## config.mk

```make
export PLATFORM = sky130hd
export DESIGN_NAME = eight_bit_cpu_instruction_decoder
export DESIGN_NICKNAME = d
export VERILOG_FILES = /design/src/rtl/decoder_pkg.sv /design/src/rtl/eight_bit_cpu_instruction_decoder.sv /design/src/rtl/opcode_table.sv /design/src/rtl/machine_cycle_timer.sv
export VERILOG_INCLUDE_DIRS = /design/src /design/src/rtl
export SDC_FILE = /design/constraint.sdc
export NUM_CORES = 1
export LEC_CHECK = 0
export ABC_CLOCK_PERIOD_IN_PS = 3900
export BUFFER_PORTS_ARGS = -buffer_cell sky130_fd_sc_hd__buf_4
export CORE_ASPECT_RATIO = 0.7
export CORE_MARGIN = 3
export CORE_UTILIZATION = 25
export CTS_BUF_LIST = sky130_fd_sc_hd__clkbuf_8 sky130_fd_sc_hd__clkbuf_16
export DETAILED_ROUTE_END_ITERATION = 10
export GPL_TIMING_DRIVEN = 0
export HOLD_SLACK_MARGIN = 0.05
export PLACE_DENSITY = 0.51
export SKIP_LAST_GASP = 1
export SLEW_MARGIN = 25
export SYNTH_ARGS = -nofsm -noshare
export SYNTH_HDL_FRONTEND = slang
export SYNTH_HIERARCHICAL = 1
export SYNTH_SLANG_ARGS = --single-unit
```

## constraint.sdc

```tcl
create_clock -name sys_clk -period 3.9 [get_ports sys_clk]
set_input_delay 0.78 -clock sys_clk [delete_from_list [all_inputs] [get_ports sys_clk]]
set_output_delay 0.78 -clock sys_clk [all_outputs]
set_load 0.01 [all_outputs]
```

## src/rtl/decoder_defs.svh

```systemverilog
`ifndef DECODER_DEFS_SVH
`define DECODER_DEFS_SVH
// Register byte offsets on the APB
`define OFS_OPCODE  8'h00
`define OFS_FLAGS   8'h04
`define OFS_OPERAND 8'h08
`define OFS_DIRECT  8'h0C
`define OFS_STATUS  8'h10
`define OFS_ADDR    8'h14
`define OFS_EADDR   8'h18
`define OFS_CONFIG  8'h1C
// Flag bit positions
`define FLG_I 3
`define FLG_Z 2
`define FLG_N 1
`define FLG_C 0
// Machine cycle times in ns, system clock period in ns
`define CLK_NS      4
`define CYC_NS_SLOW 400
`define CYC_NS_FAST 250
// Extra machine cycles of a taken E0..E7 jump or decrement-jump; bit-test jumps take none
`define JUMP_EXTRA  6'd2
`endif

```

## src/rtl/decoder_pkg.sv

```systemverilog
package decoder_pkg;
  // Instruction groups
  typedef enum logic [3:0] {
    CLS_OTHER, CLS_DEC_ADD, CLS_DEC_SUB, CLS_MULT, CLS_INCDEC, CLS_LOGIC,
    CLS_PLOGIC, CLS_ROTATE, CLS_JUMP, CLS_BITJUMP, CLS_DECREMENT_JUMP_NONZERO, CLS_BRANCH,
    CLS_CALL, CLS_TRAP, CLS_RETURN, CLS_CONTROL
  } cls_t;
  // Branch conditions
  typedef enum logic [3:0] {
    C_NONE, C_ALWAYS, C_NEG, C_ZERO, C_CARRY, C_POS, C_POSZ, C_NZ, C_NC,
    C_BIT1, C_BIT0, C_DECREMENT_JUMP_NONZERO
  } cond_t;
  // Decoded instruction
  typedef struct packed {
    cls_t       cls;
    logic [2:0] bytes;
    logic [5:0] cycles;
    logic [3:0] flagMask;
    cond_t      cond;
    logic       indexed;
  } decode_t;
  // Sequencer states
  typedef enum logic [1:0] {
    ST_IDLE = 2'b01,
    ST_EXEC = 2'b10
  } state_t;
endpackage : decoder_pkg

```

## src/rtl/eight_bit_cpu_instruction_decoder.sv

```systemverilog
`include "decoder_defs.svh"
module eight_bit_cpu_instruction_decoder (
  input  wire logic             sys_clk,
  input  wire logic             arst_n,
  input  wire logic             ce,
  input  wire logic [7:0]       paddr,
  input  wire logic             psel,
  input  wire logic             penable,
  input  wire logic             pwrite,
  input  wire logic [31:0]      pwdata,
  output logic [31:0]           prdata,
  output logic                  pready,
  output logic                  pslverr,
  output logic                  busy,
  output logic                  done,
  output logic                  jumpTaken,
  output decoder_pkg::decode_t  decoded,
  output logic [3:0]            flags,
  output logic [7:0]            pairLoAddr,
  output logic [7:0]            pairHiAddr,
  output logic [7:0]            periphAddr,
  output logic [15:0]           effAddr
);
  import decoder_pkg::*;

  state_t     stReg;
  decode_t    decReg;
  decode_t    decNext;
  logic [7:0] opReg;
  logic [3:0] flagsReg;
  logic [3:0] flagsNext;
  logic [7:0] valReg;
  logic [7:0] bAccReg;
  logic [7:0] regNReg;
  logic [15:0] directReg;
  logic       fastReg;
  logic       takenReg;
  logic       takenNext;
  logic [5:0] totalReg;
  logic [5:0] totalNext;
  logic [5:0] elapsedReg;
  logic       doneReg;
  logic [31:0] prdataReg;
  logic       tick;
  logic       lastStep;
  logic       apbWr;
  logic       setup;
  logic       start;
  logic       mapped;
  logic       roHit;
  logic [7:0] result;

  // Opcode lookup on the write data, latched when a run starts
  opcode_table u_table (
    .opcode (pwdata[7:0]),
    .dec    (decNext)
  );

  // Machine cycle prescaler
  machine_cycle_timer u_timer (
    .sys_clk (sys_clk),
    .arst_n  (arst_n),
    .ce      (ce),
    .fast    (fastReg),
    .run     (stReg == ST_EXEC),
    .tick    (tick)
  );

  // Branch condition test against flags and operands
  function automatic logic cond_met(cond_t c, logic [3:0] f, logic [7:0] v,
                                    logic [7:0] m);
    logic r;
    r = 1'b0;
    unique case (c)
      C_ALWAYS: r = 1'b1;
      C_NEG:    r = f[`FLG_N];
      C_ZERO:   r = f[`FLG_Z];
      C_CARRY:  r = f[`FLG_C];
      C_POS:    r = !f[`FLG_N] && !f[`FLG_Z];
      C_POSZ:   r = !f[`FLG_N];
      C_NZ:     r = !f[`FLG_Z];
      C_NC:     r = !f[`FLG_C];
      C_BIT1:   r = |(v & m);
      C_BIT0:   r = |(~v & m);
      C_DECREMENT_JUMP_NONZERO:   r = (v != 8'h01);
      default:  r = 1'b0;
    endcase
    return r;
  endfunction : cond_met

  // APB decode; the slave never inserts wait states
  assign pready = 1'b1;
  assign setup  = psel && !penable;
  assign apbWr  = psel && penable && pwrite;
  assign mapped = (paddr[1:0] == 2'b00) && (paddr <= `OFS_CONFIG);
  assign roHit  = (paddr == `OFS_STATUS) || (paddr == `OFS_ADDR) ||
                  (paddr == `OFS_EADDR);
  assign start  = ce && apbWr && (paddr == `OFS_OPCODE) && (stReg == ST_IDLE);
  assign pslverr = psel && penable && (!mapped || (pwrite && roHit) ||
                   (pwrite && paddr == `OFS_OPCODE && stReg != ST_IDLE));
  assign prdata = prdataReg;

  // Taken decision and run length fixed at the start
  always_comb begin
    takenNext = cond_met(decNext.cond, flagsReg, valReg, bAccReg);
    totalNext = decNext.cycles;
    if (takenNext && (decNext.cls == CLS_JUMP || decNext.cls == CLS_DECREMENT_JUMP_NONZERO)) begin
      totalNext = decNext.cycles + `JUMP_EXTRA;
    end
  end

  assign lastStep = tick && (elapsedReg == totalReg - 6'd1);

  // Result byte that drives the Z and N flags
  always_comb begin
    unique case (decReg.cond)
      C_BIT1:  result = valReg & bAccReg;
      C_BIT0:  result = ~valReg & bAccReg;
      C_DECREMENT_JUMP_NONZERO:  result = valReg - 8'h01;
      default: result = (opReg == 8'hC1) ? bAccReg : valReg;
    endcase
  end

  // Flag values written back when a run completes
  always_comb begin
    flagsNext = flagsReg;
    if (decReg.flagMask[`FLG_Z] && (decReg.cls == CLS_BITJUMP ||
        decReg.cls == CLS_DECREMENT_JUMP_NONZERO || opReg == 8'hC1 || opReg == 8'h80)) begin
      flagsNext[`FLG_Z] = (result == 8'h00);
      flagsNext[`FLG_N] = result[7];
      if (decReg.cls != CLS_DECREMENT_JUMP_NONZERO) begin
        flagsNext[`FLG_C] = 1'b0;
      end
    end
    unique case (opcode_sel(opReg))
      2'd1: flagsNext = valReg[3:0];
      2'd2: flagsNext[`FLG_C] = 1'b1;
      2'd3: flagsNext[`FLG_I] = !opReg[1];
      default: ;
    endcase
  end

  // Groups the control codes that set flags outright
  function automatic logic [1:0] opcode_sel(logic [7:0] op);
    logic [1:0] k;
    k = 2'd0;
    if (op == 8'h0B || op == 8'h08) k = 2'd1;
    if (op == 8'h07) k = 2'd2;
    if (op == 8'h05 || op == 8'h06) k = 2'd3;
    return k;
  endfunction : opcode_sel

  // Sequencer: idle, then one run of the decoded length
  always_ff @(posedge sys_clk or negedge arst_n) begin
    if (!arst_n) begin
      stReg <= ST_IDLE;
    end else if (ce) begin
      unique case (stReg)
        ST_IDLE: if (start) stReg <= ST_EXEC;
        ST_EXEC: if (lastStep) stReg <= ST_IDLE;
        default: stReg <= ST_IDLE;
      endcase
    end
  end

  // Latched decode of the running instruction
  always_ff @(posedge sys_clk or negedge arst_n) begin
    if (!arst_n) begin
      opReg    <= 8'h00;
      decReg   <= '{CLS_OTHER, 3'd1, 6'd1, 4'h0, C_NONE, 1'b0};
      takenReg <= 1'b0;
      totalReg <= 6'd1;
    end else if (start) begin
      opReg    <= pwdata[7:0];
      decReg   <= decNext;
      takenReg <= takenNext;
      totalReg <= totalNext;
    end
  end

  // Machine cycle count and completion pulse
  always_ff @(posedge sys_clk or negedge arst_n) begin
    if (!arst_n) begin
      elapsedReg <= 6'd0;
      doneReg    <= 1'b0;
    end else if (ce) begin
      doneReg <= lastStep && (stReg == ST_EXEC);
      if (start) begin
        elapsedReg <= 6'd0;
      end else if (tick) begin
        elapsedReg <= elapsedReg + 6'd1;
      end
    end
  end

  // Flags: completion wins over a software write in the same cycle
  always_ff @(posedge sys_clk or negedge arst_n) begin
    if (!arst_n) begin
      flagsReg <= 4'h0;
    end else if (ce) begin
      if (stReg == ST_EXEC && lastStep) begin
        flagsReg <= flagsNext;
      end else if (apbWr && paddr == `OFS_FLAGS) begin
        flagsReg <= pwdata[3:0];
      end
    end
  end

  // Software-written operands and crystal select
  always_ff @(posedge sys_clk or negedge arst_n) begin
    if (!arst_n) begin
      valReg    <= 8'h00;
      bAccReg   <= 8'h00;
      regNReg   <= 8'h00;
      directReg <= 16'h0000;
      fastReg   <= 1'b0;
    end else if (ce && apbWr) begin
      if (paddr == `OFS_OPERAND) begin
        valReg  <= pwdata[7:0];
        bAccReg <= pwdata[15:8];
        regNReg <= pwdata[23:16];
      end
      if (paddr == `OFS_DIRECT) directReg <= pwdata[15:0];
      if (paddr == `OFS_CONFIG) fastReg <= pwdata[0];
    end
  end

  // Read data captured in the setup phase
  always_ff @(posedge sys_clk or negedge arst_n) begin
    if (!arst_n) begin
      prdataReg <= 32'h0000_0000;
    end else if (ce && setup) begin
      unique case (paddr)
        `OFS_OPCODE:  prdataReg <= {24'h0, opReg};
        `OFS_FLAGS:   prdataReg <= {28'h0, flagsReg};
        `OFS_OPERAND: prdataReg <= {8'h0, regNReg, bAccReg, valReg};
        `OFS_DIRECT:  prdataReg <= {16'h0, directReg};
        `OFS_STATUS:  prdataReg <= {2'b00, elapsedReg, opReg, 1'b0, totalReg,
                                    decReg.bytes, decReg.cls, takenReg, busy};
        `OFS_ADDR:    prdataReg <= {16'h0, pairHiAddr, pairLoAddr};
        `OFS_EADDR:   prdataReg <= {16'h0, effAddr};
        `OFS_CONFIG:  prdataReg <= {31'h0, fastReg};
        default:      prdataReg <= 32'h0000_0000;
      endcase
    end
  end

  // Operand addressing
  assign pairLoAddr = regNReg;
  assign pairHiAddr = regNReg - 8'h01;
  assign periphAddr = regNReg;
  assign effAddr    = directReg + (decReg.indexed ? {8'h00, bAccReg} : 16'h0000);
  assign busy       = (stReg == ST_EXEC);
  assign done       = doneReg;
  assign jumpTaken  = takenReg;
  assign decoded    = decReg;
  assign flags      = flagsReg;
endmodule : eight_bit_cpu_instruction_decoder

```

## src/rtl/opcode_table.sv

```systemverilog
module opcode_table (
  input  wire logic [7:0]         opcode,
  output decoder_pkg::decode_t    dec
);
  import decoder_pkg::*;

  // Cycles of the seven register-form logic ops, high nibble 1..7
  localparam logic [5:0] LOG_CYC [7] = '{6'd8, 6'd7, 6'd8, 6'd10, 6'd7, 6'd5, 6'd9};
  localparam logic [2:0] FRM_LEN [7] = '{3'd2, 3'd2, 3'd2, 3'd3, 3'd2, 3'd1, 3'd3};
  localparam logic [5:0] PER_CYC [3] = '{6'd10, 6'd9, 6'd11};
  localparam logic [2:0] PER_LEN [3] = '{3'd2, 3'd2, 3'd3};
  localparam logic [5:0] BR_CYC  [3] = '{6'd10, 6'd9, 6'd12};
  localparam logic [5:0] ONE_CYC [3] = '{6'd5, 6'd5, 6'd7};
  localparam logic [2:0] ONE_LEN [3] = '{3'd1, 3'd1, 3'd2};
  localparam logic [3:0] ZNC = 4'h7;
  localparam logic [3:0] IZNC = 4'hF;

  logic [3:0] hi;
  logic [3:0] lo;
  int         f;
  int         p;
  int         s;

  assign hi = opcode[7:4];
  assign lo = opcode[3:0];
  assign f  = int'(hi) - 1;
  assign p  = int'(hi) - 8;
  assign s  = int'(hi) - 11;

  // Every opcode reaches exactly one branch below
  always_comb begin
    dec = '{CLS_OTHER, 3'd1, 6'd1, 4'h0, C_NONE, 1'b0};
    if (hi >= 4'h1 && hi <= 4'h7) begin
      dec.bytes    = FRM_LEN[f];
      dec.flagMask = ZNC;
      unique case (lo)
        4'h3, 4'h4, 4'h5: begin
          dec.cls    = CLS_LOGIC;
          dec.cycles = LOG_CYC[f];
        end
        4'hE: begin
          dec.cls    = CLS_DEC_ADD;
          dec.cycles = LOG_CYC[f] + 6'd2;
        end
        4'hF: begin
          dec.cls    = CLS_DEC_SUB;
          dec.cycles = LOG_CYC[f] + 6'd2;
        end
        4'hC: begin
          dec.cls    = CLS_MULT;
          dec.cycles = LOG_CYC[f] + 6'd39;
        end
        4'h6, 4'h7: begin
          dec.cls    = CLS_BITJUMP;
          dec.bytes  = FRM_LEN[f] + 3'd1;
          dec.cycles = LOG_CYC[f] + 6'd2;
          dec.cond   = lo[0] ? C_BIT0 : C_BIT1;
        end
        default: dec.flagMask = 4'h0;
      endcase
    end else if (opcode == 8'h80) begin
      // Test A and clear carry share this code
      dec = '{CLS_CONTROL, 3'd1, 6'd6, ZNC, C_NONE, 1'b0};
    end else if (hi >= 4'h8 && hi <= 4'hA) begin
      dec.indexed = (hi == 4'hA) && (lo == 4'hC || lo == 4'hE);
      unique case (lo)
        4'h3, 4'h4, 4'h5:
          dec = '{CLS_PLOGIC, PER_LEN[p], PER_CYC[p], ZNC, C_NONE, 1'b0};
        4'h6, 4'h7:
          dec = '{CLS_BITJUMP, PER_LEN[p] + 3'd1, PER_CYC[p] + 6'd1, ZNC,
                  lo[0] ? C_BIT0 : C_BIT1, 1'b0};
        4'hC: begin
          dec.cls    = CLS_BRANCH;
          dec.bytes  = (hi == 4'h9) ? 3'd2 : 3'd3;
          dec.cycles = BR_CYC[p];
        end
        4'hE: begin
          dec.cls    = CLS_CALL;
          dec.bytes  = (hi == 4'h9) ? 3'd2 : 3'd3;
          dec.cycles = BR_CYC[p] + 6'd4;
        end
        default: dec.cycles = 6'd1;
      endcase
    end else if (opcode == 8'hC1) begin
      dec = '{CLS_CONTROL, 3'd1, 6'd5, ZNC, C_NONE, 1'b0};
    end else if (hi >= 4'hB && hi <= 4'hD) begin
      dec.bytes    = ONE_LEN[s];
      dec.cycles   = ONE_CYC[s];
      dec.flagMask = ZNC;
      unique case (lo)
        4'h2, 4'h3: dec.cls = CLS_INCDEC;
        4'h4, 4'h5: dec.cls = CLS_LOGIC;
        4'hC, 4'hD, 4'hE, 4'hF: dec.cls = CLS_ROTATE;
        4'hB: begin
          dec.cls    = CLS_INCDEC;
          dec.cycles = ONE_CYC[s] + 6'd4;
        end
        4'hA: begin
          dec.cls      = CLS_DECREMENT_JUMP_NONZERO;
          dec.bytes    = ONE_LEN[s] + 3'd1;
          dec.cycles   = ONE_CYC[s] + 6'd2;
          dec.cond     = C_DECREMENT_JUMP_NONZERO;
          dec.flagMask = (hi == 4'hB) ? ZNC : 4'h0;
        end
        default: dec = '{CLS_OTHER, 3'd1, 6'd1, 4'h0, C_NONE, 1'b0};
      endcase
    end else if (hi == 4'hE && !lo[3]) begin
      // E0 always jumps; E1..E7 test the flags, E4 testing N and Z together
      dec = '{CLS_JUMP, 3'd2, 6'd5, 4'h0, cond_t'(lo + 4'd1), 1'b0};
    end else if (hi >= 4'hE) begin
      dec = '{CLS_TRAP, 3'd1, 6'd14, 4'h0, C_NONE, 1'b0};
    end else begin
      unique case (opcode)
        8'h00: dec.cycles = 6'd4;
        8'h01: dec = '{CLS_CONTROL, 3'd1, 6'd6, 4'h0, C_NONE, 1'b0};
        8'h05, 8'h06, 8'h07: dec = '{CLS_CONTROL, 3'd1, 6'd5, IZNC, C_NONE, 1'b0};
        8'h08, 8'h0E: dec = '{CLS_CONTROL, 3'd1, 6'd6, IZNC, C_NONE, 1'b0};
        8'h09: dec = '{CLS_CONTROL, 3'd1, 6'd6, 4'h0, C_NONE, 1'b0};
        8'h0D: dec = '{CLS_CONTROL, 3'd1, 6'd5, 4'h0, C_NONE, 1'b0};
        8'h0A: dec = '{CLS_RETURN, 3'd1, 6'd7, 4'h0, C_NONE, 1'b0};
        8'h0B: dec = '{CLS_RETURN, 3'd1, 6'd9, IZNC, C_NONE, 1'b0};
        default: dec.cycles = 6'd1;
      endcase
    end
  end
endmodule : opcode_table

```

## src/rtl/machine_cycle_timer.sv

```systemverilog
`include "decoder_defs.svh"
module machine_cycle_timer #(
  parameter int SLOW_CLKS = (`CYC_NS_SLOW + `CLK_NS - 1) / `CLK_NS,
  parameter int FAST_CLKS = (`CYC_NS_FAST + `CLK_NS - 1) / `CLK_NS
) (
  input  wire logic sys_clk,
  input  wire logic arst_n,
  input  wire logic ce,
  input  wire logic fast,
  input  wire logic run,
  output logic      tick
);
  // Refuse machine cycle lengths that the 7-bit prescaler cannot count
  if (SLOW_CLKS < 1 || SLOW_CLKS > 127 || FAST_CLKS < 1 || FAST_CLKS > 127) begin : g_bad_len
    $error("machine cycle length out of range");
  end

  logic [6:0] cntReg;
  logic [6:0] lim;

  // Clocks per machine cycle for the selected crystal
  assign lim  = fast ? 7'(FAST_CLKS - 1) : 7'(SLOW_CLKS - 1);
  assign tick = ce && run && (cntReg == lim);

  // Prescaler, restarts whenever the sequencer stops
  always_ff @(posedge sys_clk or negedge arst_n) begin
    if (!arst_n) begin
      cntReg <= 7'h00;
    end else if (ce) begin
      if (!run || tick) begin
        cntReg <= 7'h00;
      end else begin
        cntReg <= cntReg + 7'h01;
      end
    end
  end
endmodule : machine_cycle_timer

```

# Word level (Yosys, flattened, before mapping)
# Memory sizes are Yosys's and may differ from the RTL's.
# Cells that the tools add are included.
dict set report totals {
  regBits 130
  output_inout_bits 103
  in_bits 46
  romBits 72
  word_cells 280
  mem_count 2
}
# name depth word_bits rd rd_clocked_by_memory_dff write_ports line_no
set mem_list {}
lappend mem_list {{(name not given)} 8 6 1 0 0 opcode_table.sv:39} ;# dec.cycles = LOG_CYC[f];
lappend mem_list {{(name not given)} 8 3 1 0 0 opcode_table.sv:34} ;# dec.bytes = FRM_LEN[f];
dict set report op_classes {
  reduce_logical 75
  mux 68
  magnitude_cmp 11
  n_addsub 20
  n_eq_ne 76
  bitwise 6
}
# op n
set ops {}
lappend ops {{$pmux W30 S8} 1}
lappend ops {{$mux W22} 6}
lappend ops {{$not A32 Y32} 3}
lappend ops {{$eq A4 B4 Y1 const B} 21}
lappend ops {{$eq A8 B4 Y1 const B} 10}
lappend ops {{$mux W6} 11}
lappend ops {{$ge A32 B3 Y1 const B} 2}
lappend ops {{$eq A8 B3 Y1 const B} 7}
lappend ops {{$pmux W4 S5} 2}
lappend ops {{$reduce_or A8 Y1} 5}
lappend ops {{$bmux W6 S2} 3}
lappend ops {{$pmux W6 S3} 2}
lappend ops {{$eq A4 B3 Y1 const B} 8}
lappend ops {{$eq A8 B5 Y1 const B} 4}
lappend ops {{$eq A8 B8 Y1 const B} 4}
lappend ops {{$ge A32 B4 Y1 const B} 1}
lappend ops {{$pmux W8 S2} 2}
lappend ops {{$mux W3} 10}
lappend ops {{$pmux W7 S4} 1}
lappend ops {{$logic_and A1 B1 Y1} 25}
lappend ops {{$logic_not A8 Y1} 3}
lappend ops {{$pmux W6 S4} 1}
lappend ops {{$pmux W8 S3} 1}
lappend ops {{$mux W21} 1}
lappend ops {{58 further kinds} 122}

# Logic depth before layout (Yosys ltp)
# Gate-level depths: netlist (run 1).
dict set report depth {
  depth_word 16
  mapped_depth 17
  depth_no_buf 15
}

# Cells and area by module
# Netlist (run 1), hierarchy kept.
# module cells_each instances area_per_inst_um2 seq_area_each_um2
set by_module_without_submodules {}
lappend by_module_without_submodules {eight_bit_cpu_instruction_decoder 779 1 7093.1 3006.6}
lappend by_module_without_submodules {opcode_table 243 1 1565.3 0.0}
lappend by_module_without_submodules {machine_cycle_timer 51 1 501.7 175.2}

# Worst setup path before layout (run 1)
# Ideal clock, no wire load.
dict set report synth_timing {
  kind {input -> register}
  startpoint {input pwdata[4]}
  endpoint {register totalReg[5]}
  setup_slack_ps 274
  required_time_ps 3765
  setup_ps 135
  path_stages 14
  t_arrival_ps 3492
  cell_sequence {buf_2 -> inv_1 -> ha_1 -> xor2_2 -> mux2i_2 -> ha_1 -> a221oi_2 -> nor2_1 -> or3_1 -> ha_1 -> and3_1 -> nand3_1 -> xor2_1 -> o21ai_0}
}
# element line_no
set synth_lines {}
lappend synth_lines {{from (decl)} eight_bit_cpu_instruction_decoder.sv:10} ;# input wire logic [31:0] pwdata,
lappend synth_lines {{to (signal assigned)} eight_bit_cpu_instruction_decoder.sv:177} ;# totalReg <= totalNext;
lappend synth_lines {{to (decl)} eight_bit_cpu_instruction_decoder.sv:39} ;# logic [5:0] totalReg;

==> flow_summary.yaml, run 1 <==
timing:
  hold_viol_final: 0
  setup_violations: 0
  max_slew_margin_pct: 27.8
  fin_skew_ns: 0.0147
  rsz0062_at_grt: "yes"
  tightest_slew_ns: 1.07
  fin_crit_sh_pct: 98.5
  layout_setup_ws_ns: 0.0578
  clock.fmax_ghz: 0.260
  hold_ws_ns: 0.233
  slew_violations: 0
  fin_crit_ns: 3.84
pwr:
  ir_drop_v: 0.000300
  cellLeakagePower_uw: 0.00526
  powerDensity_nw_per_um2: 291
global_routing:
  overflow: 0
  grt_max_degree: 81
  grt_usage_pct: 19.6
  grt_pass1_wl_mm: 58.5
  antenna_found_initial: 1
  grt_pass1_vias: 8937
place:
  hpwl_mm: 29.8
  place.gp.congestion: 0.993
  port_buffers: 137
  place_ws_ns: -1.23
  dpl_cell_area_um2: 10800
clocking:
  cts_buffers: 17
  clkTransAtPathRegs_ns: 0.07
  htreeDepth: 4
  root_buffer: "clkbuf_16"
  cts_tree: "built"
  clk_latency_ns: 0.45
  cts.sinks: 127
  ctsLongestPathBuffers: 2
logic_synthesis:
  synth_edf_count: 0
  synth_area_leaders: "dfrtp_1 34%, nand2_1 6.8%, mux2_2 5.5%"
  synth.most_common_cell: "nand2_1"
  yosysTopAreaCell: "dfrtp_1"
  netlist_instances: 1073
  synthTopCellsByCount: "166 x nand2_1, 124 x dfrtp_1, 78 x nor2_1"
  synth_seq_cells: 127
  async_flop_share_pct: 100
  yosysSeqAreaShare_pct: 34.7
  synth_top_cell_area_share_pct: 33.9
  syn_area_um2: 9160
  synth_flop_cell: "dfrtp_1"
  ys_types: 99
  ys_warn_count: 6
  avgSynthCellArea_um2: 8.54
floorplan:
  initial_utilization_pct: 25.9
  ioPinCount: 149
  dieWidth_um: 235
  die_area_um2: 39000
  die_h_um: 166
  rows: 57
  coreArea_um2: 35400
critical_path:
  regToRegStartpoint: "stReg[1]"
  critPathLaunchType: "input port"
  worstSetupEndpointType: "flip-flop"
  crit_arrival_ns: 4.15
  worstPathRequired_ns: 4.21
  worst_r2r_path_depth: 10
  crit_type: "input port to flip-flop"
  reg2reg_to: "flags[0]"
  r2r_setup_slack_ns: 0.46
  worstPathMaxFanout: 9
finish:
  antenna_cells: 0
  areaGrowthSynthToFinish_pct: 26.3
  finalInstanceArea_um2: 11600
  nets: 1318
  n_fill_cell: 3780
  final_util_pct: 32.7
  drive_gt1_share_pct: 25.2
  regArea_um2: 3180
  multi_input_comb_area_um2: 5590
drt:
  wire_per_inst_um: 22.5
  ant_nets: 0
  drcViolationCount: 0
  via_count: 9309
  wirelength_mm: 38.7
  viasPerCell: 5.39
  drtPass1Iterations: 5
  drtIter0Drc: 885
worst_hold_path:
  hold_class: "input port to asynchronous set/reset pin"
run:
  max-cap-violations: 0
outcome:
  status: "complete, no violations"
-- flip-flops by register name, summed over array words and instances (netlist names) --
register	count
fastReg	1
prdata	30
opReg	8
decoded	22
bAccReg	8
flags	4
pairLoAddr	8
u_timer/cntReg	7
stReg	2
jumpTaken	1
elapsedReg	6
valReg	8
done	1
totalReg	5
directReg	16
-- stage by stage --
step	setup TNS [ns]	std cells	total power, µW
floorplan	0	1074	1640
global placement	-7.22	1683	1860
detailed placement	-6.90	1684	1860
CTS	0	1720	3380
global route	-0.0609	1726	3500
finish	0	1726	3370
-- metal layers --
layer  GRT usage, %  vias up  wire length [µm]
met5              0        -                 0
met4           6.97        0              1170
met3           3.93       63              2990
met2           26.8      438             15600
met1           29.9     4585             19000
li1               -     4223                 -
-- kinds of logic (layout without fill, tap and decap cells) --
kind of cell,Yosys count,in the layout,share of synthesized area [%]
AND/OR/NAND/NOR,419,419,22.3
AO/OA/AOI/OAI,277,277,20.9
flip-flops,127,127,34.7
buffers and inverters,113,293,5.68
multiplexers,61,61,7.57
XOR/XNOR,43,43,4.34
adder cells (fa/ha/maj),31,31,4.32
other,2,3,0.0820
-- worst max path at each step --
stage,endpoint,slack (ns),depth (start not counted),from
floorplan,totalReg[5],0.27,14,pwdata[4]
global placement,totalReg[1],-1.29,15,pwdata[4]
detailed placement,totalReg[1],-1.23,15,pwdata[4]
CTS,totalReg[3],0.01,18,pwdata[5]
global route,totalReg[2],-0.04,16,pwdata[4]
finish,totalReg[5],0.06,15,pwdata[4]
-- repair_timing --
| action | in CTS | in global routing |
|---|---|---|
| buffers inserted | 4 | 7 |
| pin swaps | 3 | 4 |
| setup endpoints to repair | 9 | 13 |
| resized for setup | 9 | 26 |
| hold buffers | 0 | 0 |
-- worst max-delay path, cell delays in order --
cell,delay (ns)
buf_4,0.17
clkbuf_4,0.23
inv_1,0.17
ha_2,0.26
xor2_4,0.34
mux2i_4,0.42
ha_1,0.29
a221oi_2,0.24
nor2_1,0.05
or3_1,0.47
ha_1,0.23
and3_1,0.18
nand3_1,0.09
xor2_1,0.14
o21ai_0,0.08
-- cell type report --
cell class              count  area share (%)
well taps                 472            5.10
clock buffers              17            3.68
clock inverters            15           0.973
plain buffers              72            3.20
repair buffers            149            9.90
inverters                  40            1.33
flip-flops and latches    127            27.5
multi-input cells         834            48.3
-- layout by cell type, fill, tap and decap left out, drive strengths merged, types with 7 or more instances in the layout --
master | netlist | final
xnor2 | 18 | 18
and3 | 14 | 14
nand3 | 32 | 32
nand2b | 10 | 10
mux2i | 13 | 13
o21ai | 73 | 73
nand4 | 8 | 8
nor3 | 33 | 33
nor3b | 7 | 7
nor2b | 14 | 14
dfrtp | 124 | 124
a22oi | 26 | 26
a31oi | 19 | 19
o211ai | 9 | 9
and2 | 12 | 12
nand2 | 166 | 166
o31ai | 8 | 8
a21oi | 42 | 42
nor4 | 15 | 15
ha | 30 | 30
buf | 39 | 186
inv | 40 | 46
xor2 | 24 | 24
a221oi | 12 | 12
mux2 | 47 | 47
a21o | 8 | 8
nor2 | 80 | 80
clkbuf | 34 | 52
-- report_power, final --
group	internal, µW	switching [µW]
logic	192	318
clock network	819	675
registers	1340	24.0
total	2350	1020
Note: power is estimated with default switching activity, not from simulation.
==> run 2: changes to the inputs <==
--- a/config.mk
+++ b/config.mk
@@ -20,5 +20,4 @@
 export SLEW_MARGIN = 25
 export SYNTH_ARGS = -nofsm -noshare
 export SYNTH_HDL_FRONTEND = slang
-export SYNTH_HIERARCHICAL = 1
 export SYNTH_SLANG_ARGS = --single-unit
==> run 2 against run 1 <==
Sequential share of layout area up 0.14 points. Die area down 3.5%. Global-route usage down 0.32 points. Wire length decreased by 4.6%. Critical path depth decreased by 3. Sequential cell count down 2. First-iteration DRC count is 7.7% higher. Clock power rose by 8%. Utilization increased by 0.52 points. Largest power group unchanged.
==> flow_summary.yaml, run 2 <==
clocking:
  cts_hold_buf: 0
  clkTransAtPathRegs_ns: 0.06
  root_buffer: "clkbuf_16"
  clk_latency_ns: 0.44
  cts_buffers: 17
  htreeDepth: 4
  cts_tree: "built"
  ctsLongestPathBuffers: 2
  cts.sinks: 125
drt:
  wire_per_inst_um: 21.8
  drtPass1Iterations: 7
  ant_nets: 0
  via_count: 8988
  drtIter0Drc: 953
  wirelength_mm: 37.0
  drcViolationCount: 0
  viasPerCell: 5.30
logic_synthesis:
  yosysTopAreaCell: "dfrtp_1"
  synth.most_common_cell: "nand2_1"
  synth_top_cell_area_share_pct: 34.6
  synthTopCellsByCount: "136 x nand2_1, 122 x dfrtp_1, 93 x nor2_1"
  yosysSeqAreaShare_pct: 35.5
  synth_flop_cell: "dfrtp_1"
  synth_area_leaders: "dfrtp_1 35%, nand2_1 5.8%, ha_1 5.0%"
  syn_area_um2: 8820
  ys_warn_count: 0
  synth_edf_count: 0
  ys_types: 86
  synth_seq_cells: 125
  avgSynthCellArea_um2: 8.42
  async_flop_share_pct: 100
  netlist_instances: 1048
timing:
  tightest_slew_ns: 1.03
  max_slew_margin_pct: 30.9
  setup_violations: 0
  rsz0062_at_grt: "yes"
  clock.fmax_ghz: 0.258
  fin_skew_ns: 0.00715
  fin_crit_ns: 3.87
  hold_viol_final: 0
  slew_violations: 0
  fin_crit_sh_pct: 99.3
pwr:
  cellLeakagePower_uw: 0.00504
  power_uw: 3490
  ir_drop_v: 0.000286
  powerDensity_nw_per_um2: 307
global_routing:
  grt_pass1_vias: 8344
  busiest_layer: "met1"
  grtUsageMet1_pct: 29.1
  grt_usage_pct: 19.2
  antenna_found_initial: 1
  met2_usage_pct: 26.9
  overflow: 0
  grt_pass1_wl_mm: 54.4
  grt_max_degree: 72
  gr-usage-met3_pct: 4.93
outcome:
  status: "complete, no violations"
finish:
  multi_input_comb_area_um2: 5350
  n_fill_cell: 3616
  drive_gt1_share_pct: 24.0
  areaGrowthSynthToFinish_pct: 28.5
  antenna_cells: 0
  final_common_cell: "buf_4"
  regArea_um2: 3140
  final_util_pct: 33.2
  nets: 1300
  largest_reg_flops: 30
  final_cell_mix: "164 x buf_4, 136 x nand2_1, 119 x dfrtp_1"
place:
  hpwl_mm: 28.5
  port_buffers: 134
  place.gp.congestion: 0.939
critical_path:
  worstSetupEndpointType: "output port"
  worst_r2r_path_depth: 9
  cp_common_cell: "a21oi_2"
  crit_type: "flip-flop to output port"
  regToRegStartpoint: "stReg[1]"
  path_cells: "and2_4 > ha_4 > fa_2 > a21o_1 > a21oi_2 > o21bai_1 > a21oi_2 > o21bai_1 > a21oi_2 > nor2_1 > xor2_1 > buf_4"
  worstPathRequired_ns: 3.12
  critPathLaunchType: "flip-flop"
  slowest_stage: "dfrtp_2"
  r2r_setup_slack_ns: 0.67
  crit_arrival_ns: 3.09
  max_stage_delay_ns: 0.46
  worstPathMaxFanout: 4
  crit_start: "decoded[0]"
floorplan:
  initial_utilization_pct: 25.9
  die_h_um: 163
  rows: 56
  dieWidth_um: 231
  ioPinCount: 149
  coreArea_um2: 34100
  die_area_um2: 37600
worst_hold_path:
  hold_class: "input port to asynchronous set/reset pin"
run:
  max-cap-violations: 0
[run 2: critical path, delay by kind of cell, from the launching register on]
kind	cells	cell delay, ns
buffers and inverters	1	0.19
AND/OR/NAND/NOR	2	0.24
flip-flops	1	0.46
adder cells (fa/ha/maj)	2	0.52
XOR/XNOR	1	0.27
AO/OA/AOI/OAI	6	0.97
[run 2: repair_timing]
action,4_1_cts,5_1_grt
setup endpoints to repair,10,11
hold endpoints to repair,0,0
gates resized for setup,14,22
buffers inserted,8,8
cloned,0,0
pin swaps,3,11
[run 2: routing by layer]
metal / part of all wire (%) / up-vias
li1: - / 4113
met1: 49 / 4478
met2: 41 / 355
met3: 8.1 / 42
met4: 1.6 / 0
met5: 0 / -
[run 2: cells by family after synthesis]
group / count (synthesis) / synth area share [%]
simple gates: 384 / 20.8
compound gates: 301 / 23.2
flops: 125 / 35.5
other cells: 2 / 0.0851
mux: 42 / 5.29
fa+ha+maj: 36 / 5.19
xor+xnor: 41 / 4.07
buf+inv: 117 / 5.91
[run 2: final cells by class]
class,instances,share of cell area [%]
plain buffers,76,3.28
clock buffers,20,4.11
clock inverters,12,1.07
inverters,40,1.36
multi-input cells,807,47.1
flip-flops and latches,125,27.6
well taps,464,5.12
repair buffers,151,10.3
[run 2: metrics by stage]
step	setup WS (ns)	std cells	TNS [ns]	cell area [µm²]	hold slack, ns
2_1_floorplan	0.171	1049	0	8830	0.479
3_3_place_gp	-0.640	1647	-2.77	10400	0.455
3_5_place_dp	-0.694	1648	-2.76	10500	0.473
4_1_cts	-0.0434	1688	-0.0867	11200	0.275
5_1_grt	-0.0842	1695	-0.467	11300	0.290
6_report	0.0257	1695	0	11300	0.270
[run 2: worst paths after layout]
path	end
min in group sys_clk	prdata[28]
hold reg to reg	prdata[28]
setup / recovery	effAddr[14]
setup reg to reg	flags[1]
max in group asynchronous	bAccReg[1]
hold / removal	prdata[27]
[run 2: report_power, final]
group          switching (µW)  internal (µW)  leakage (µW)
registers                29.2           1330       0.00169
logic                     325            196       0.00306
clock network             629            982      0.000286
total                     983           2500       0.00504
